**config.mk**
```make
export PLATFORM = sky130hd
export DESIGN_NAME = mcuie_core
export DESIGN_NICKNAME = d
export VERILOG_FILES = /design/src/rtl/mcuie_pkg.sv /design/src/rtl/mcuie_core.sv
export SDC_FILE = /design/constraint.sdc
export NUM_CORES = 1
export LEC_CHECK = 0
export BUFFER_PORTS_ARGS = -buffer_cell sky130_fd_sc_hd__buf_2
export CORE_MARGIN = 2
export CORE_UTILIZATION = 50
export CTS_CLUSTER_DIAMETER = 100
export DETAILED_ROUTE_END_ITERATION = 16
export PLACE_DENSITY_LB_ADDON = 0.05
export SYNTH_ARGS = -nofsm -noshare
export SYNTH_HDL_FRONTEND = slang
export SYNTH_SLANG_ARGS = --single-unit
```
**constraint.sdc**
```tcl
create_clock -name i_clk_sys -period 15.45 [get_ports i_clk_sys]
set_input_delay 0.7725 -clock i_clk_sys [delete_from_list [all_inputs] [get_ports i_clk_sys]]
set_output_delay 0.7725 -clock i_clk_sys [all_outputs]
set_load 0.005 [all_outputs]
```
**src/rtl/mcuie_pkg.sv**
```systemverilog
// Constants and types for the instruction execution core
// What this block does
// - Destination bit 0 writes accumulator, 1 writes back the data register
// - Carry set on add carry-out, else cleared
// - Sleep halts core and clears power-down flag; power-up or watchdog clear sets it
// - Time-out flag cleared by watchdog timeout; set by power-up, watchdog clear or sleep
// - Six-bit register address 0x00..0x3F; bit operand picks one of eight bits
// - F-page store/read move accumulator to or from 0x5..0xF, one cycle
// - S-page store/read move accumulator to or from 0x0..0xF, one cycle
// - Bit test skips next when bit clear or set; one cycle, two with skip
// - Increment or decrement, write destination, skip on zero, no flag change
// - Call by accumulator saves return address, jumps to accumulator target, two cycles
// - Table read fetches ROM word, high byte into holding register, two cycles
// - Add register with carry updates zero, half carry and carry in one cycle
// - Add register without carry-in writes selected destination, updates three flags
// - Add immediate with carry stores into accumulator, updates three flags
// - Add immediate without carry-in stores into accumulator, updates three flags
// - Load immediate into accumulator in one cycle, flags untouched
// - Skipped instruction is discarded and a no-operation runs in its place
package mcuie_pkg;

  // ****************************************
  // Operand ranges
  // ****************************************
  localparam int          REG_ADDR_W   = 6;
  localparam int          REG_COUNT    = 64;
  localparam int          PAGE_ADDR_W  = 4;
  localparam int          PAGE_COUNT   = 16;
  localparam logic [3:0]  FPAGE_FIRST  = 4'h5;
  localparam int          BIT_SEL_W    = 3;
  localparam int          OP_W         = 5;

  // ****************************************
  // Instruction cycle counts
  // ****************************************
  localparam logic [1:0]  CYC_ONE      = 2'h1;
  localparam logic [1:0]  CYC_BRANCH   = 2'h2;
  localparam logic [1:0]  CYC_TABLE    = 2'h2;
  localparam logic [1:0]  CYC_SOFT_IRQ = 2'h3;

  // ****************************************
  // Reset values and vectors
  // ****************************************
  localparam logic [7:0]  ACC_RESET    = 8'h00;
  localparam logic [7:0]  ZERO_BYTE    = 8'h00;
  localparam int          SOFT_IRQ_VEC = 8;

  typedef enum logic [OP_W-1:0] {
    OP_NOP, OP_ADD_REG, OP_ADD_REG_CARRY, OP_ADD_IMM, OP_ADD_IMM_CARRY,
    OP_LOAD_IMMEDIATE, OP_MOVE_ACC_REG, OP_BIT_TEST_SKIP_CLEAR, OP_BIT_TEST_SKIP_SET,
    OP_INC_SKIP_ZERO, OP_DEC_SKIP_ZERO, OP_FPAGE_STORE, OP_FPAGE_READ,
    OP_SPAGE_STORE, OP_SPAGE_READ, OP_CALL_BY_ACCUMULATOR, OP_JUMP_BY_ACCUMULATOR,
    OP_ROM_TABLE_READ, OP_SLEEP, OP_WATCHDOG_CLEAR_INSTR, OP_IRQ_ENABLE_INSTR,
    OP_IRQ_DISABLE_INSTR, OP_SOFT_IRQ, OP_RETURN, OP_RETURN_IRQ_ENABLE,
    OP_CALL, OP_GOTO
  } mcuie_op_t;

endpackage

```
**src/rtl/mcuie_core.sv**
```systemverilog
// Instruction decode and execute core with data, F and S register pages
`timescale 1ns/1ps
`default_nettype none

module mcuie_core #(
  parameter int PC_W     = 10,
  parameter int ROM_W    = 16,
  parameter int STACK_D  = 8,
  parameter int CLK_DIV  = 2
) (
  // Clock and reset
  input  wire logic                                  i_clk_sys,
  input  wire logic                                  i_rst_n,
  // Decoded instruction stream
  input  wire logic                                  i_valid,
  input  wire logic [mcuie_pkg::OP_W-1:0]            i_op,
  input  wire logic [mcuie_pkg::REG_ADDR_W-1:0]      i_reg_addr,
  input  wire logic                                  i_dest,
  input  wire logic [mcuie_pkg::BIT_SEL_W-1:0]       i_bit,
  input  wire logic [7:0]                            i_imm,
  input  wire logic [mcuie_pkg::PAGE_ADDR_W-1:0]     i_page_addr,
  input  wire logic [PC_W-1:0]                       i_target,
  output logic                                       o_ready,
  output logic                                       o_taken,
  // Program ROM table port
  output logic [PC_W-1:0]                            o_rom_addr,
  output logic                                       o_rom_rd,
  input  wire logic [ROM_W-1:0]                      i_rom_data,
  // Watchdog and wake
  input  wire logic                                  i_wdt_timeout,
  input  wire logic                                  i_wake,
  // Core state
  output logic [7:0]                                 o_accumulator,
  output logic                                       o_zero_flag,
  output logic                                       o_half_carry_flag,
  output logic                                       o_carry_flag,
  output logic                                       o_power_down_flag_n,
  output logic                                       o_time_out_flag_n,
  output logic                                       o_halt,
  output logic                                       o_irq_enable,
  output logic [PC_W-1:0]                            o_pc,
  output logic [7:0]                                 o_table_high_byte_reg
);

  // ****************************************
  // Instruction clock divider
  // ****************************************
  logic [$clog2(CLK_DIV+1)-1:0] div_q;
  logic                         tick_q;
  wire                          div_end = (div_q == ($clog2(CLK_DIV+1))'(CLK_DIV - 1));

  always_ff @(posedge i_clk_sys) begin
    if (!i_rst_n) begin
      div_q  <= '0;
      tick_q <= 1'b0;
    end else begin
      div_q  <= div_end ? '0 : div_q + 1'b1;
      tick_q <= div_end;
    end
  end

  // ****************************************
  // Wake pin synchroniser
  // ****************************************
  logic wake_meta_q;
  logic wake_q;

  always_ff @(posedge i_clk_sys) begin
    if (!i_rst_n) begin
      wake_meta_q <= 1'b0;
      wake_q      <= 1'b0;
    end else begin
      wake_meta_q <= i_wake;
      wake_q      <= wake_meta_q;
    end
  end

  // ****************************************
  // State and storage
  // ****************************************
  logic [7:0]             dreg_q [mcuie_pkg::REG_COUNT];
  logic [7:0]             fpage_q [mcuie_pkg::PAGE_COUNT];
  logic [7:0]             spage_q [mcuie_pkg::PAGE_COUNT];
  logic [PC_W-1:0]        stack_q [STACK_D];
  logic [$clog2(STACK_D)-1:0] sp_q;
  logic [1:0]             busy_q;
  logic                   skip_q;
  logic                   tbl_pend_q;

  // ****************************************
  // Decode
  // ****************************************
  wire take    = tick_q && i_valid && o_ready;
  wire exec    = take && !skip_q;
  wire op_ar   = (i_op == mcuie_pkg::OP_ADD_REG);
  wire op_arc  = (i_op == mcuie_pkg::OP_ADD_REG_CARRY);
  wire op_ai   = (i_op == mcuie_pkg::OP_ADD_IMM);
  wire op_aic  = (i_op == mcuie_pkg::OP_ADD_IMM_CARRY);
  wire op_ld   = (i_op == mcuie_pkg::OP_LOAD_IMMEDIATE);
  wire op_mov  = (i_op == mcuie_pkg::OP_MOVE_ACC_REG);
  wire op_bsc  = (i_op == mcuie_pkg::OP_BIT_TEST_SKIP_CLEAR);
  wire op_bss  = (i_op == mcuie_pkg::OP_BIT_TEST_SKIP_SET);
  wire op_inc  = (i_op == mcuie_pkg::OP_INC_SKIP_ZERO);
  wire op_dec  = (i_op == mcuie_pkg::OP_DEC_SKIP_ZERO);
  wire op_fst  = (i_op == mcuie_pkg::OP_FPAGE_STORE);
  wire op_frd  = (i_op == mcuie_pkg::OP_FPAGE_READ);
  wire op_sst  = (i_op == mcuie_pkg::OP_SPAGE_STORE);
  wire op_srd  = (i_op == mcuie_pkg::OP_SPAGE_READ);
  wire op_cla  = (i_op == mcuie_pkg::OP_CALL_BY_ACCUMULATOR);
  wire op_jpa  = (i_op == mcuie_pkg::OP_JUMP_BY_ACCUMULATOR);
  wire op_tbl  = (i_op == mcuie_pkg::OP_ROM_TABLE_READ);
  wire op_slp  = (i_op == mcuie_pkg::OP_SLEEP);
  wire op_wdc  = (i_op == mcuie_pkg::OP_WATCHDOG_CLEAR_INSTR);
  wire op_ien  = (i_op == mcuie_pkg::OP_IRQ_ENABLE_INSTR);
  wire op_idis = (i_op == mcuie_pkg::OP_IRQ_DISABLE_INSTR);
  wire op_swi  = (i_op == mcuie_pkg::OP_SOFT_IRQ);
  wire op_ret  = (i_op == mcuie_pkg::OP_RETURN);
  wire op_reti = (i_op == mcuie_pkg::OP_RETURN_IRQ_ENABLE);
  wire op_call = (i_op == mcuie_pkg::OP_CALL);
  wire op_goto = (i_op == mcuie_pkg::OP_GOTO);

  wire op_add    = op_ar || op_arc || op_ai || op_aic;
  wire op_incdec = op_inc || op_dec;
  wire op_push   = op_cla || op_call || op_swi;
  wire op_pop    = op_ret || op_reti;
  wire op_branch = op_push || op_pop || op_jpa || op_goto;

  // ****************************************
  // Operand fetch and adder
  // ****************************************
  wire [7:0] reg_val  = dreg_q[i_reg_addr];
  wire       bit_val  = reg_val[i_bit];
  wire       use_imm  = op_ai || op_aic;
  wire [7:0] add_a    = use_imm ? i_imm : reg_val;
  wire       add_cin  = (op_arc || op_aic) && o_carry_flag;
  wire [8:0] add_sum  = {1'b0, add_a} + {1'b0, o_accumulator} + {8'h00, add_cin};
  wire [4:0] add_low  = {1'b0, add_a[3:0]} + {1'b0, o_accumulator[3:0]} + {4'h0, add_cin};
  wire [7:0] step_val = op_inc ? reg_val + 8'h01 : reg_val - 8'h01;
  wire [7:0] result   = op_incdec ? step_val : add_sum[7:0];

  wire fpage_ok  = (i_page_addr >= mcuie_pkg::FPAGE_FIRST);
  wire [7:0] fpage_rd = fpage_ok ? fpage_q[i_page_addr] : mcuie_pkg::ZERO_BYTE;

  wire skip_hit = exec && ((op_bsc && !bit_val) || (op_bss && bit_val)
                  || (op_incdec && (step_val == mcuie_pkg::ZERO_BYTE)));

  // Destination bit steers register-operand results
  wire dest_reg = (op_ar || op_arc || op_incdec) && i_dest;
  wire wr_reg   = exec && (dest_reg || op_mov);
  wire wr_acc   = exec && (((op_ar || op_arc || op_incdec) && !i_dest)
                  || op_ai || op_aic || op_ld || op_frd || op_srd);
  wire [7:0] acc_src = op_ld  ? i_imm :
                       op_frd ? fpage_rd :
                       op_srd ? spage_q[i_page_addr] :
                       result;

  // Accumulator jump, call and table targets stay in the current 256-word page
  wire [PC_W-1:0] acc_target = {o_pc[PC_W-1:8], o_accumulator};
  wire [PC_W-1:0] pc_next    = o_pc + 1'b1;
  wire [PC_W-1:0] pc_d = !take ? o_pc :
                         !exec ? pc_next :
                         (op_cla || op_jpa) ? acc_target :
                         (op_call || op_goto) ? i_target :
                         op_swi ? PC_W'(mcuie_pkg::SOFT_IRQ_VEC) :
                         op_pop ? stack_q[sp_q - 1'b1] :
                         pc_next;

  wire [1:0] cyc = op_swi ? mcuie_pkg::CYC_SOFT_IRQ :
                   op_branch ? mcuie_pkg::CYC_BRANCH :
                   op_tbl ? mcuie_pkg::CYC_TABLE :
                   mcuie_pkg::CYC_ONE;
  wire [1:0] busy_d = exec ? cyc - 1'b1 :
                      (tick_q && busy_q != 2'h0) ? busy_q - 1'b1 : busy_q;
  wire tbl_done = tick_q && tbl_pend_q && (busy_q == 2'h1);

  // Timeout wins over the instruction set for the time-out flag; a sleep in the same cycle still sets halt
  wire to_clear = i_wdt_timeout;
  wire halt_d   = (exec && op_slp) ? 1'b1 :
                  (wake_q || to_clear) ? 1'b0 : o_halt;

  // ****************************************
  // Register pages
  // ****************************************
  always_ff @(posedge i_clk_sys) begin
    if (wr_reg) begin
      dreg_q[i_reg_addr] <= op_mov ? o_accumulator : result;
    end
    if (exec && op_fst && fpage_ok) begin
      fpage_q[i_page_addr] <= o_accumulator;
    end
    if (exec && op_sst) begin
      spage_q[i_page_addr] <= o_accumulator;
    end
    if (exec && op_push) begin
      stack_q[sp_q] <= pc_next;
    end
  end

  // ****************************************
  // Sequencing
  // ****************************************
  always_ff @(posedge i_clk_sys) begin
    if (!i_rst_n) begin
      o_pc       <= '0;
      sp_q       <= '0;
      busy_q     <= 2'h0;
      skip_q     <= 1'b0;
      tbl_pend_q <= 1'b0;
      o_halt     <= 1'b0;
      o_ready    <= 1'b0;
      o_taken    <= 1'b0;
      o_rom_rd   <= 1'b0;
      o_rom_addr <= '0;
    end else begin
      o_pc    <= pc_d;
      busy_q  <= busy_d;
      o_halt  <= halt_d;
      o_ready <= (busy_d == 2'h0) && !halt_d;
      o_taken <= take;
      if (exec && op_push) begin
        sp_q <= sp_q + 1'b1;
      end else if (exec && op_pop) begin
        sp_q <= sp_q - 1'b1;
      end
      if (take) begin
        skip_q <= skip_hit;
      end
      o_rom_rd <= exec && op_tbl;
      if (exec && op_tbl) begin
        o_rom_addr <= acc_target;
      end
      tbl_pend_q <= (exec && op_tbl) || (tbl_pend_q && !tbl_done);
    end
  end

  // ****************************************
  // Accumulator and flags
  // ****************************************
  always_ff @(posedge i_clk_sys) begin
    if (!i_rst_n) begin
      o_accumulator         <= mcuie_pkg::ACC_RESET;
      o_zero_flag           <= 1'b0;
      o_half_carry_flag     <= 1'b0;
      o_carry_flag          <= 1'b0;
      o_table_high_byte_reg <= mcuie_pkg::ZERO_BYTE;
      o_irq_enable          <= 1'b0;
    end else begin
      if (wr_acc) begin
        o_accumulator <= acc_src;
      end else if (tbl_done) begin
        o_accumulator <= i_rom_data[7:0];
      end
      if (tbl_done) begin
        o_table_high_byte_reg <= i_rom_data[ROM_W-1:ROM_W-8];
      end
      if (exec && op_add) begin
        o_zero_flag       <= (add_sum[7:0] == mcuie_pkg::ZERO_BYTE);
        o_half_carry_flag <= add_low[4];
        o_carry_flag      <= add_sum[8];
      end
      if (exec && (op_ien || op_reti)) begin
        o_irq_enable <= 1'b1;
      end else if (exec && (op_idis || op_swi)) begin
        o_irq_enable <= 1'b0;
      end
    end
  end

  // ****************************************
  // Power-down and time-out flags
  // ****************************************
  always_ff @(posedge i_clk_sys) begin
    if (!i_rst_n) begin
      o_power_down_flag_n <= 1'b1;
      o_time_out_flag_n   <= 1'b1;
    end else begin
      if (exec && op_slp) begin
        o_power_down_flag_n <= 1'b0;
      end else if (to_clear && o_halt) begin
        o_power_down_flag_n <= 1'b0;
      end else if (exec && op_wdc) begin
        o_power_down_flag_n <= 1'b1;
      end
      if (to_clear) begin
        o_time_out_flag_n <= 1'b0;
      end else if (exec && (op_wdc || op_slp)) begin
        o_time_out_flag_n <= 1'b1;
      end
    end
  end
endmodule

`default_nettype wire

```
## Word-level counts from Yosys, hierarchy flattened

Memory sizes are Yosys's and may differ from the RTL's.
Cells that the tools add are included.

- $add $sub $neg: 12
- Order comparisons: 2
- Eq/ne operators: 29
- Mux-type cells: 41
- Bitwise operators: 1
- Reduce and logical (&&, ||, !) cells: 74

Operator list:

| cell | number |
|---|---|
| $mux 8 | 10 |
| $eq 5x5->1 const B | 11 |
| $mux 10 | 5 |
| $eq 5x4->1 const B | 8 |
| $logic_and 1x1->1 | 30 |
| $logic_or 1x1->1 | 28 |
| $eq 5x3->1 const B | 4 |
| $mux 1 | 18 |
| $logic_not 8->1 | 2 |
| $add 10x1->10 const B | 1 |
| $eq 5x2->1 const B | 2 |
| $mux 2 | 5 |
| $reduce_bool 2->1 | 5 |
| $add 8x8->9 | 1 |
| $add 9x1->9 | 1 |
| $add 8x1->8 const B | 1 |
| $sub 8x1->8 const B | 1 |
| $mux 3 | 2 |
| $add 4x4->5 | 1 |
| $add 5x1->5 | 1 |
| $eq 5x1->1 const B | 1 |
| $logic_not 1->1 | 5 |
| $eq 2x1->1 const B | 2 |
| $ge 4x3->1 const B | 1 |
| 12 further kinds | 13 |

- Register bits after elaboration: 58
- Memory bits (writable): 848
- Output and inout port bits: 46
- Word-level logic and storage cells: 186
- Memories kept: 4

Memories:

| memory | depth | bits a word | rd ports | clocked after memory_dff | wr ports | RTL line | RTL |
|---|---|---|---|---|---|---|---|
| dreg_q | 64 | 8 | 1 | 0 | 1 | mcuie_core.sv:81 | `logic [7:0] dreg_q [mcuie_pkg::REG_COUNT];` |
| fpage_q | 16 | 8 | 1 | 0 | 1 | mcuie_core.sv:82 | `logic [7:0] fpage_q [mcuie_pkg::PAGE_COUNT];` |
| spage_q | 16 | 8 | 1 | 0 | 1 | mcuie_core.sv:83 | `logic [7:0] spage_q [mcuie_pkg::PAGE_COUNT];` |
| stack_q | 8 | 10 | 1 | 0 | 1 | mcuie_core.sv:84 | `logic [PC_W-1:0] stack_q [STACK_D];` |

## Logic depth before layout (Yosys ltp)

Gate-level depths: netlist (run 1).

- Depth after elaboration: 12
- Gate-level depth with buffers: 23

## Worst setup path before layout (run 1)

No wires, ideal clock.

- Kind: input to register
- Start: input port i_reg_addr[1] (netlist name)
- End: memory dreg_q[0][7] (data pin)
- Library setup time: 0.588 ns
- Arrival: 6.077 ns
- Slack: 8.785 ns
- Stages on the path: 21
- Buffers on the path: 4
- Cell sequence: buf_6 buf_6 buf_2 buf_2 mux2_2 o211ai_1 o211ai_1 nor4_1 nand2_1 mux2i_1 inv_1 ha_1 nor2b_1 o21ai_0 a21boi_0 o21ai_0 a21boi_0 o21a_1 o21ai_0 nand3_1 a31oi_1

- Cells in the longest elaborated chain, start to end: 6

RTL lines:

| what | RTL line | RTL |
|---|---|---|
| from (decl) | mcuie_core.sv:17 | `input wire logic [mcuie_pkg::REG_ADDR_W-1:0] i_reg_addr,` |
| $mem_v2 64x8 * | n/a |  |
| $mux 8 | mcuie_core.sv:134 | `wire [7:0] add_a = use_imm ? i_imm : reg_val;` |
| $add 8x8->9 | mcuie_core.sv:136 | `wire [8:0] add_sum = {1'b0, add_a} + {1'b0, o_accumulator} + {8'h00, add_cin};` |
| $add 9x1->9 | mcuie_core.sv:136 |  |
| $mux 8 * | mcuie_core.sv:139 | `wire [7:0] result = op_incdec ? step_val : add_sum[7:0];` |
| $mux 8 * | mcuie_core.sv:186 | `dreg_q[i_reg_addr] <= op_mov ? o_accumulator : result;` |
| to (decl) | mcuie_core.sv:81 |  |

Mark *: on every way between the ends. The rest lies on a longest branch, timed or not.

## Worst setup path after layout (run 1)

- Start: input port i_reg_addr[1] (netlist name)
- End: memory dreg_q[20][7] (data pin)

The elaborated chain is that of the path after synthesis.

==> results.sh, run 1 <==
export IMPL_synth_xor_area_frac=0.00526
export IMPL_reg_top3="dreg_q x512, spage_q x128, fpage_q x104"
export IMPL_power_leakage_nw=13.7
export IMPL_finalNonFillerCells=3366
export IMPL_stdcell_area_um2=41300
export IMPL_port_buffers=103
export IMPL_grt_start_max_net_pins=65
export IMPL_finClkSkew_ns=0.0291
export IMPL_place_area_um2=38300
export IMPL_cts_resized=0
export IMPL_timing_hold_ws_ns=0.368
export IMPL_crit_fanout=64
export IMPL_synth_seq_cells=882
export IMPL_antenna_found_initial=8
export IMPL_cts_setup_buffers=0
export IMPL_power_mw=5.26
export IMPL_cap_violations=0
export IMPL_cts_buffers=92
export IMPL_gp_congestion=0.888
export IMPL_regMostFlops="dreg_q"
export IMPL_rr_endpoint="dreg_q[20][7]$_DFFE_PP_"
export IMPL_crit_required_ns=15.79
export IMPL_viasPerCell=6.13
export IMPL_dp_slack_ns=7.95
export IMPL_r2r_cells=19
export IMPL_coreArea_um2=72700
export IMPL_cts_tree="built"
export IMPL_netlist_instances=2188
export IMPL_hold_path_end="o_time_out_flag_n$_SDFFE_PN1P_"
export IMPL_grt_overflow_total=0
export IMPL_drive_gt1_frac=0.213
export IMPL_r2r_setup_slack_ns=10.00
export IMPL_relSlewSlack=0.249
export IMPL_worst_slew_pin_slew_ns=1.12
export IMPL_layout_setup_ws_ns=8.50
export IMPL_clock_latency_ns=0.65
export IMPL_wl_per_cell_um=28.1
export IMPL_vdd_drop_max_mv=0.0878
export IMPL_final_antenna_net_count=0
export IMPL_vias=20600
export IMPL_clkSinkCount=882
export IMPL_htreeDepth=3
export IMPL_dp_hpwl_um=59800
export IMPL_die_h_um=275
export IMPL_start_util=0.504
export IMPL_first_pass_iters=8
export IMPL_yosys_area_share_simple=0.0633
export IMPL_worstSetupStartpointType="primary input"
export IMPL_crit_start="i_reg_addr[1]"
export IMPL_grt_use_total=0.252
export IMPL_syn2layout_area_growth_pct=12.6
export IMPL_synth_distinct_cells=86
export IMPL_wirelength_um=94500
export IMPL_min_path_type="in2reg"
export IMPL_nNetsFinal=2410
export IMPL_clk_pin_slew_ns=0.06
export IMPL_netlist_area_um2=36700
export IMPL_hold_depth=2
export IMPL_finalMaxSlewViolations=0
export IMPL_max_freq_mhz=144
export IMPL_r2r_start="dreg_q[38][1]$_DFFE_PP_"
export IMPL_grt_pass1_vias=20600
export IMPL_grt_pass1_wl_um=138000
export IMPL_clock_path_buffers=3
export IMPL_syn_avg_cell_area_um2=16.8
export IMPL_ys_flop_type="edfxtp_1"
export IMPL_hold_viol_final=0
export IMPL_rows=99
export IMPL_synth_sequential_area_ratio=0.707
export IMPL_synth_fa_ha_area_frac=0.00847
export IMPL_place_inst=3194
export IMPL_largest_register_ffs=512
export IMPL_setup_viol=0
export IMPL_yosysWarnings=0
export IMPL_fin_util=0.568
export IMPL_synth_compound_area_frac=0.0617
export IMPL_synthArstFlopShare=0
export IMPL_fp_dieW_um=275
export IMPL_io_pins=104
export IMPL_die_area_um2=75500
export IMPL_status="complete, no violations"
export IMPL_critical_path_class="in2reg"
export IMPL_hp_start="i_wdt_timeout"
export IMPL_muxShareOfSynthArea=0.132
export IMPL_rsz0062_at_grt="false"
export IMPL_drtIter0Drc=2213
export IMPL_synth_edf_count=824
export IMPL_end_kind="flop"
export IMPL_tns_ns=0
export IMPL_period_share=0.450
export IMPL_root_buffer="clkbuf_16"
export IMPL_arrival_ns=7.29
export IMPL_drc=0
export IMPL_period_needed_ns=6.95
export IMPL_power_density_nw_per_um2=127
export IMPL_synth_top_family_by_area="multiplexers"
export IMPL_ctsHoldBuffers=0
==> Yosys cell counts (11+ instances only) <==
library cell / n / area (µm²)
buf_4: 17 / 128
buf_2: 21 / 105
dfxtp_1: 58 / 1160
clkbuf_1: 72 / 270
edfxtp_1: 824 / 24700
a211oi_1: 18 / 135
mux4_1: 11 / 289
a221o_1: 11 / 110
nor2b_1: 16 / 100
o22ai_1: 16 / 100
a22oi_1: 38 / 285
a221oi_1: 17 / 149
a31oi_1: 13 / 81.3
inv_1: 27 / 101
o21ai_0: 32 / 160
nor2_1: 180 / 676
nand2_1: 144 / 541
mux2i_1: 77 / 771
nor3_1: 27 / 135
mux4_2: 146 / 3290
xor2_1: 11 / 96.3
nand2b_1: 24 / 150
a21oi_1: 83 / 415
nand3_1: 41 / 205
ha_1: 20 / 250
and3_1: 11 / 68.8
xnor2_1: 11 / 96.3
mux2_2: 41 / 462
==> kinds of logic after synthesis <==
logic type | count (synthesis)
DFF | 882
and+or+nand+nor | 504
AOI/OAI and AO/OA | 321
muxes | 277
buffers and inverters | 158
adders and majority gates | 23
xor gates and xnor gates | 22
other | 1
==> cells in the final DEF, fill, tap and decap left out, types with 41 or more instances in the layout <==
cell	count
buf_4	61
clkbuf_16	96
nand3_1	41
buf_2	99
a21oi_1	79
nor2_1	180
edfxtp_1	824
dfxtp_1	58
mux4_2	146
mux2i_1	77
mux2_2	41
nand2_1	144
==> final cells by class <==
| class | count | area (µm²) |
|---|---|---|
| inverters | 29 | 109 |
| fillers | 5613 | 31400 |
| clock inverters | 46 | 473 |
| flip-flops and latches | 882 | 25900 |
| clock buffers | 122 | 2540 |
| diodes | 4 | 10.0 |
| repair buffers | 161 | 965 |
| multi-input cells | 1163 | 10100 |
| well taps | 959 | 1200 |
==> report_power, final <==
part           switching [mW]  total [mW]  internal, mW
logic                   0.253       0.368         0.115
registers             0.00483        2.68          2.67
clock network           0.916        2.21          1.29
total                    1.17        5.26          4.08
==> metal layers <==
layer  vias up  global-route usage  routed length, µm
met1     10700               0.355              40000
met5         -                   0                 34
met3       179              0.0335               5860
met2       770               0.407              45300
li1       9012                   -                  -
met4         6              0.0938               3280
==> worst max-delay path by stage <==
stage / slack (ns) / endpoint
detailed placement: 7.95 / dreg_q[62][7]$_DFFE_PP_
global route: 8.08 / dreg_q[25][7]$_DFFE_PP_
CTS: 8.62 / dreg_q[22][7]$_DFFE_PP_
finish: 8.50 / dreg_q[20][7]$_DFFE_PP_
global placement: 7.95 / dreg_q[16][7]$_DFFE_PP_
floorplan: 8.79 / dreg_q[0][7]$_DFFE_PP_
==> worst max-delay path, cell delays in order <==
cell and delay, ns:
buf_4 0.32, buf_4 0.69, buf_4 0.64, mux2_4 0.35, a221o_1 0.28, a222oi_1 0.25
nor2_1 0.07, nor4_1 0.63, nand2_1 0.27, mux2i_1 0.27, inv_1 0.08, ha_1 0.26
nor2b_1 0.12, o21ai_0 0.20, a21boi_0 0.15, o21ai_0 0.21, a21boi_0 0.16, o21a_1 0.23
o21ai_0 0.23, nand3_1 0.18, a31oi_4 0.24, buf_4 0.57
Power figures use the tool's default switching activity.
==> run 2, diff against run 1 <==
==> constraint.sdc (replaced) <==
create_clock -name i_clk_sys -period 7.1 [get_ports i_clk_sys]
set_input_delay 0.355 -clock i_clk_sys [delete_from_list [all_inputs] [get_ports i_clk_sys]]
set_output_delay 0.355 -clock i_clk_sys [all_outputs]
set_load 0.005 [all_outputs]
==> run 2 against run 1 <==
Net effect: critical path depth decreased by 4; worst hold slack lost 0.30 ns; worst setup slack got worse by 6.8 ns; global-route usage about the same; clock power is 120% higher; die area stayed put; non-clock buffer count rose by 23; final cell count rose by 0.68%; first-iteration DRC count up 0.45%; combinational power up 120%; sequential power grew 120%.
==> results.sh, run 2 (synthesis gave the netlist of run 1 again) <==
export IMPL_drive_gt1_frac=0.213
export IMPL_grt_pass1_vias=20100
export IMPL_grt_overflow_total=0
export IMPL_coreArea_um2=72700
export IMPL_worstSetupStartpointType="primary input"
export IMPL_relSlewSlack=0.172
export IMPL_start_util=0.504
export IMPL_clkSinkCount=882
export IMPL_gp_congestion=0.885
export IMPL_vias=20700
export IMPL_die_area_um2=75500
export IMPL_clock_latency_ns=0.65
export IMPL_period_needed_ns=5.41
export IMPL_final_antenna_net_count=0
export IMPL_nNetsFinal=2431
export IMPL_antenna_found_initial=7
export IMPL_timing_hold_ws_ns=0.0726
export IMPL_cts_tree="built"
export IMPL_seqPwrFrac=0.507
export IMPL_final_common_cell="edfxtp_1"
export IMPL_power_mw=11.5
export IMPL_clock_path_buffers=3
export IMPL_rsz0062_at_grt="false"
export IMPL_max_freq_mhz=185
export IMPL_syn2layout_area_growth_pct=13.3
export IMPL_multi_input_area_um2=10100
export IMPL_reg_top3="dreg_q x512, spage_q x128, fpage_q x104"
export IMPL_io_pins=104
export IMPL_root_buffer="clkbuf_16"
export IMPL_crit_start="i_reg_addr[1]"
export IMPL_vdd_drop_max_mv=0.213
export IMPL_first_pass_iters=6
export IMPL_largest_register_ffs=512
export IMPL_combPwrFrac=0.071
export IMPL_dp_hpwl_um=60300
export IMPL_power_density_nw_per_um2=277
export IMPL_grt_use_total=0.252
export IMPL_seqCellArea_um2=25900
export IMPL_htreeDepth=3
export IMPL_cts_buffers=90
export IMPL_clk_pin_slew_ns=0.06
export IMPL_nFillCells=5590
export IMPL_port_buffers=103
export IMPL_min_path_type="in2reg"
export IMPL_layout_common_cells="824 x edfxtp_1, 180 x nor2_1, 146 x mux4_2"
export IMPL_drc=0
export IMPL_finClkSkew_ns=0.0337
export IMPL_regMostFlops="dreg_q"
export IMPL_die_h_um=275
export IMPL_wirelength_um=94500
export IMPL_cap_violations=0
export IMPL_p_switching_mw=2.55
export IMPL_worst_slew_pin_slew_ns=1.24
export IMPL_finalMaxSlewViolations=0
export IMPL_fp_dieW_um=275
export IMPL_arrival_ns=5.73
export IMPL_tns_ns=0
export IMPL_grt_pass1_wl_um=138000
export IMPL_critical_path_class="in2reg"
export IMPL_crit_fanout=64
export IMPL_status="complete, no violations"
export IMPL_drtIter0Drc=2223
export IMPL_period_share=0.762
export IMPL_rows=99
export IMPL_crit_required_ns=7.41
export IMPL_setup_viol=0
export IMPL_end_kind="flop"
export IMPL_clockPowerShare=0.422
export IMPL_wl_per_cell_um=27.9
export IMPL_hp_start="i_rst_n"
export IMPL_viasPerCell=6.11
export IMPL_hold_viol_final=0
export IMPL_grt_start_max_net_pins=65
export IMPL_p_int_mw=8.95
export IMPL_p_sw_frac=0.221
export IMPL_r2r_start="dreg_q[38][1]$_DFFE_PP_"
export IMPL_power_leakage_nw=13.8
==> run 2: repair_timing <==
item,4_1_cts,5_1_grt
hold buffers,11,0
gates resized for setup,0,0
buffers inserted,0,0
hold endpoints to repair,11,0
==> run 2: power groups by stage <==
stage	registers, mW	clock network [mW]	logic (mW)
floorplan	5.95	0	0.490
global placement	5.94	0	0.805
detailed placement	5.94	0	0.815
CTS	5.83	4.92	0.823
global route	5.83	5.13	0.881
finish	5.83	4.85	0.821
==> run 2: worst paths after layout <==
kind,end,slack (ns),depth (start not counted)
worst max-delay path,dreg_q[2][6]$_DFFE_PP_,1.69,18
worst min-delay path,o_power_down_flag_n$_SDFFE_PN1P_,0.07,2
worst max register to register,dreg_q[42][7]$_DFFE_PP_,2.04,20
worst min register to register,div_q[0]$_SDFF_PP0_,0.42,1
==> run 2: critical path: stages <==
cell      delay [ns]
buf_4           0.61
buf_4           0.39
mux4_2          0.52
mux2i_1         0.28
o221ai_1        0.15
nor3_1          0.19
nand4b_1        0.36
mux2_2          0.40
ha_1            0.31
nor2b_1         0.14
o21ai_0         0.27
a21boi_0        0.14
o21ai_0         0.22
a21boi_0        0.14
nor2_1          0.17
mux2i_1         0.17
a21oi_4         0.18
buf_4           0.63
==> run 2: per-stage QoR <==
step                utilization  setup slack, ns  cells  instance area (µm²)
floorplan                     -            0.853   2203                36700
global placement          0.528             1.18   3206                38400
detailed placement        0.528             1.09   3206                38400
CTS                       0.571             1.77   3385                41500
global route              0.571             1.31   3388                41500
finish                    0.571             1.69   3389                41500
==> run 2: cell type report <==
cell class | count | area share
flip-flops and latches | 882 | 0.624
multi-input cells | 1163 | 0.243
clock buffers | 111 | 0.0574
repair buffers | 184 | 0.0289
well taps | 959 | 0.0289
clock inverters | 57 | 0.0156
inverters | 29 | 0.00262
diodes | 4 | 0.000241
==> run 2: routing by layer <==
metal | part of all wire | global-route usage | up-vias
li1 | - | - | 9050
met1 | 0.42 | 0.356 | 10600
met2 | 0.48 | 0.400 | 842
met3 | 0.068 | 0.0456 | 183
met4 | 0.032 | 0.0822 | 8
met5 | 0.00055 | 0 | -
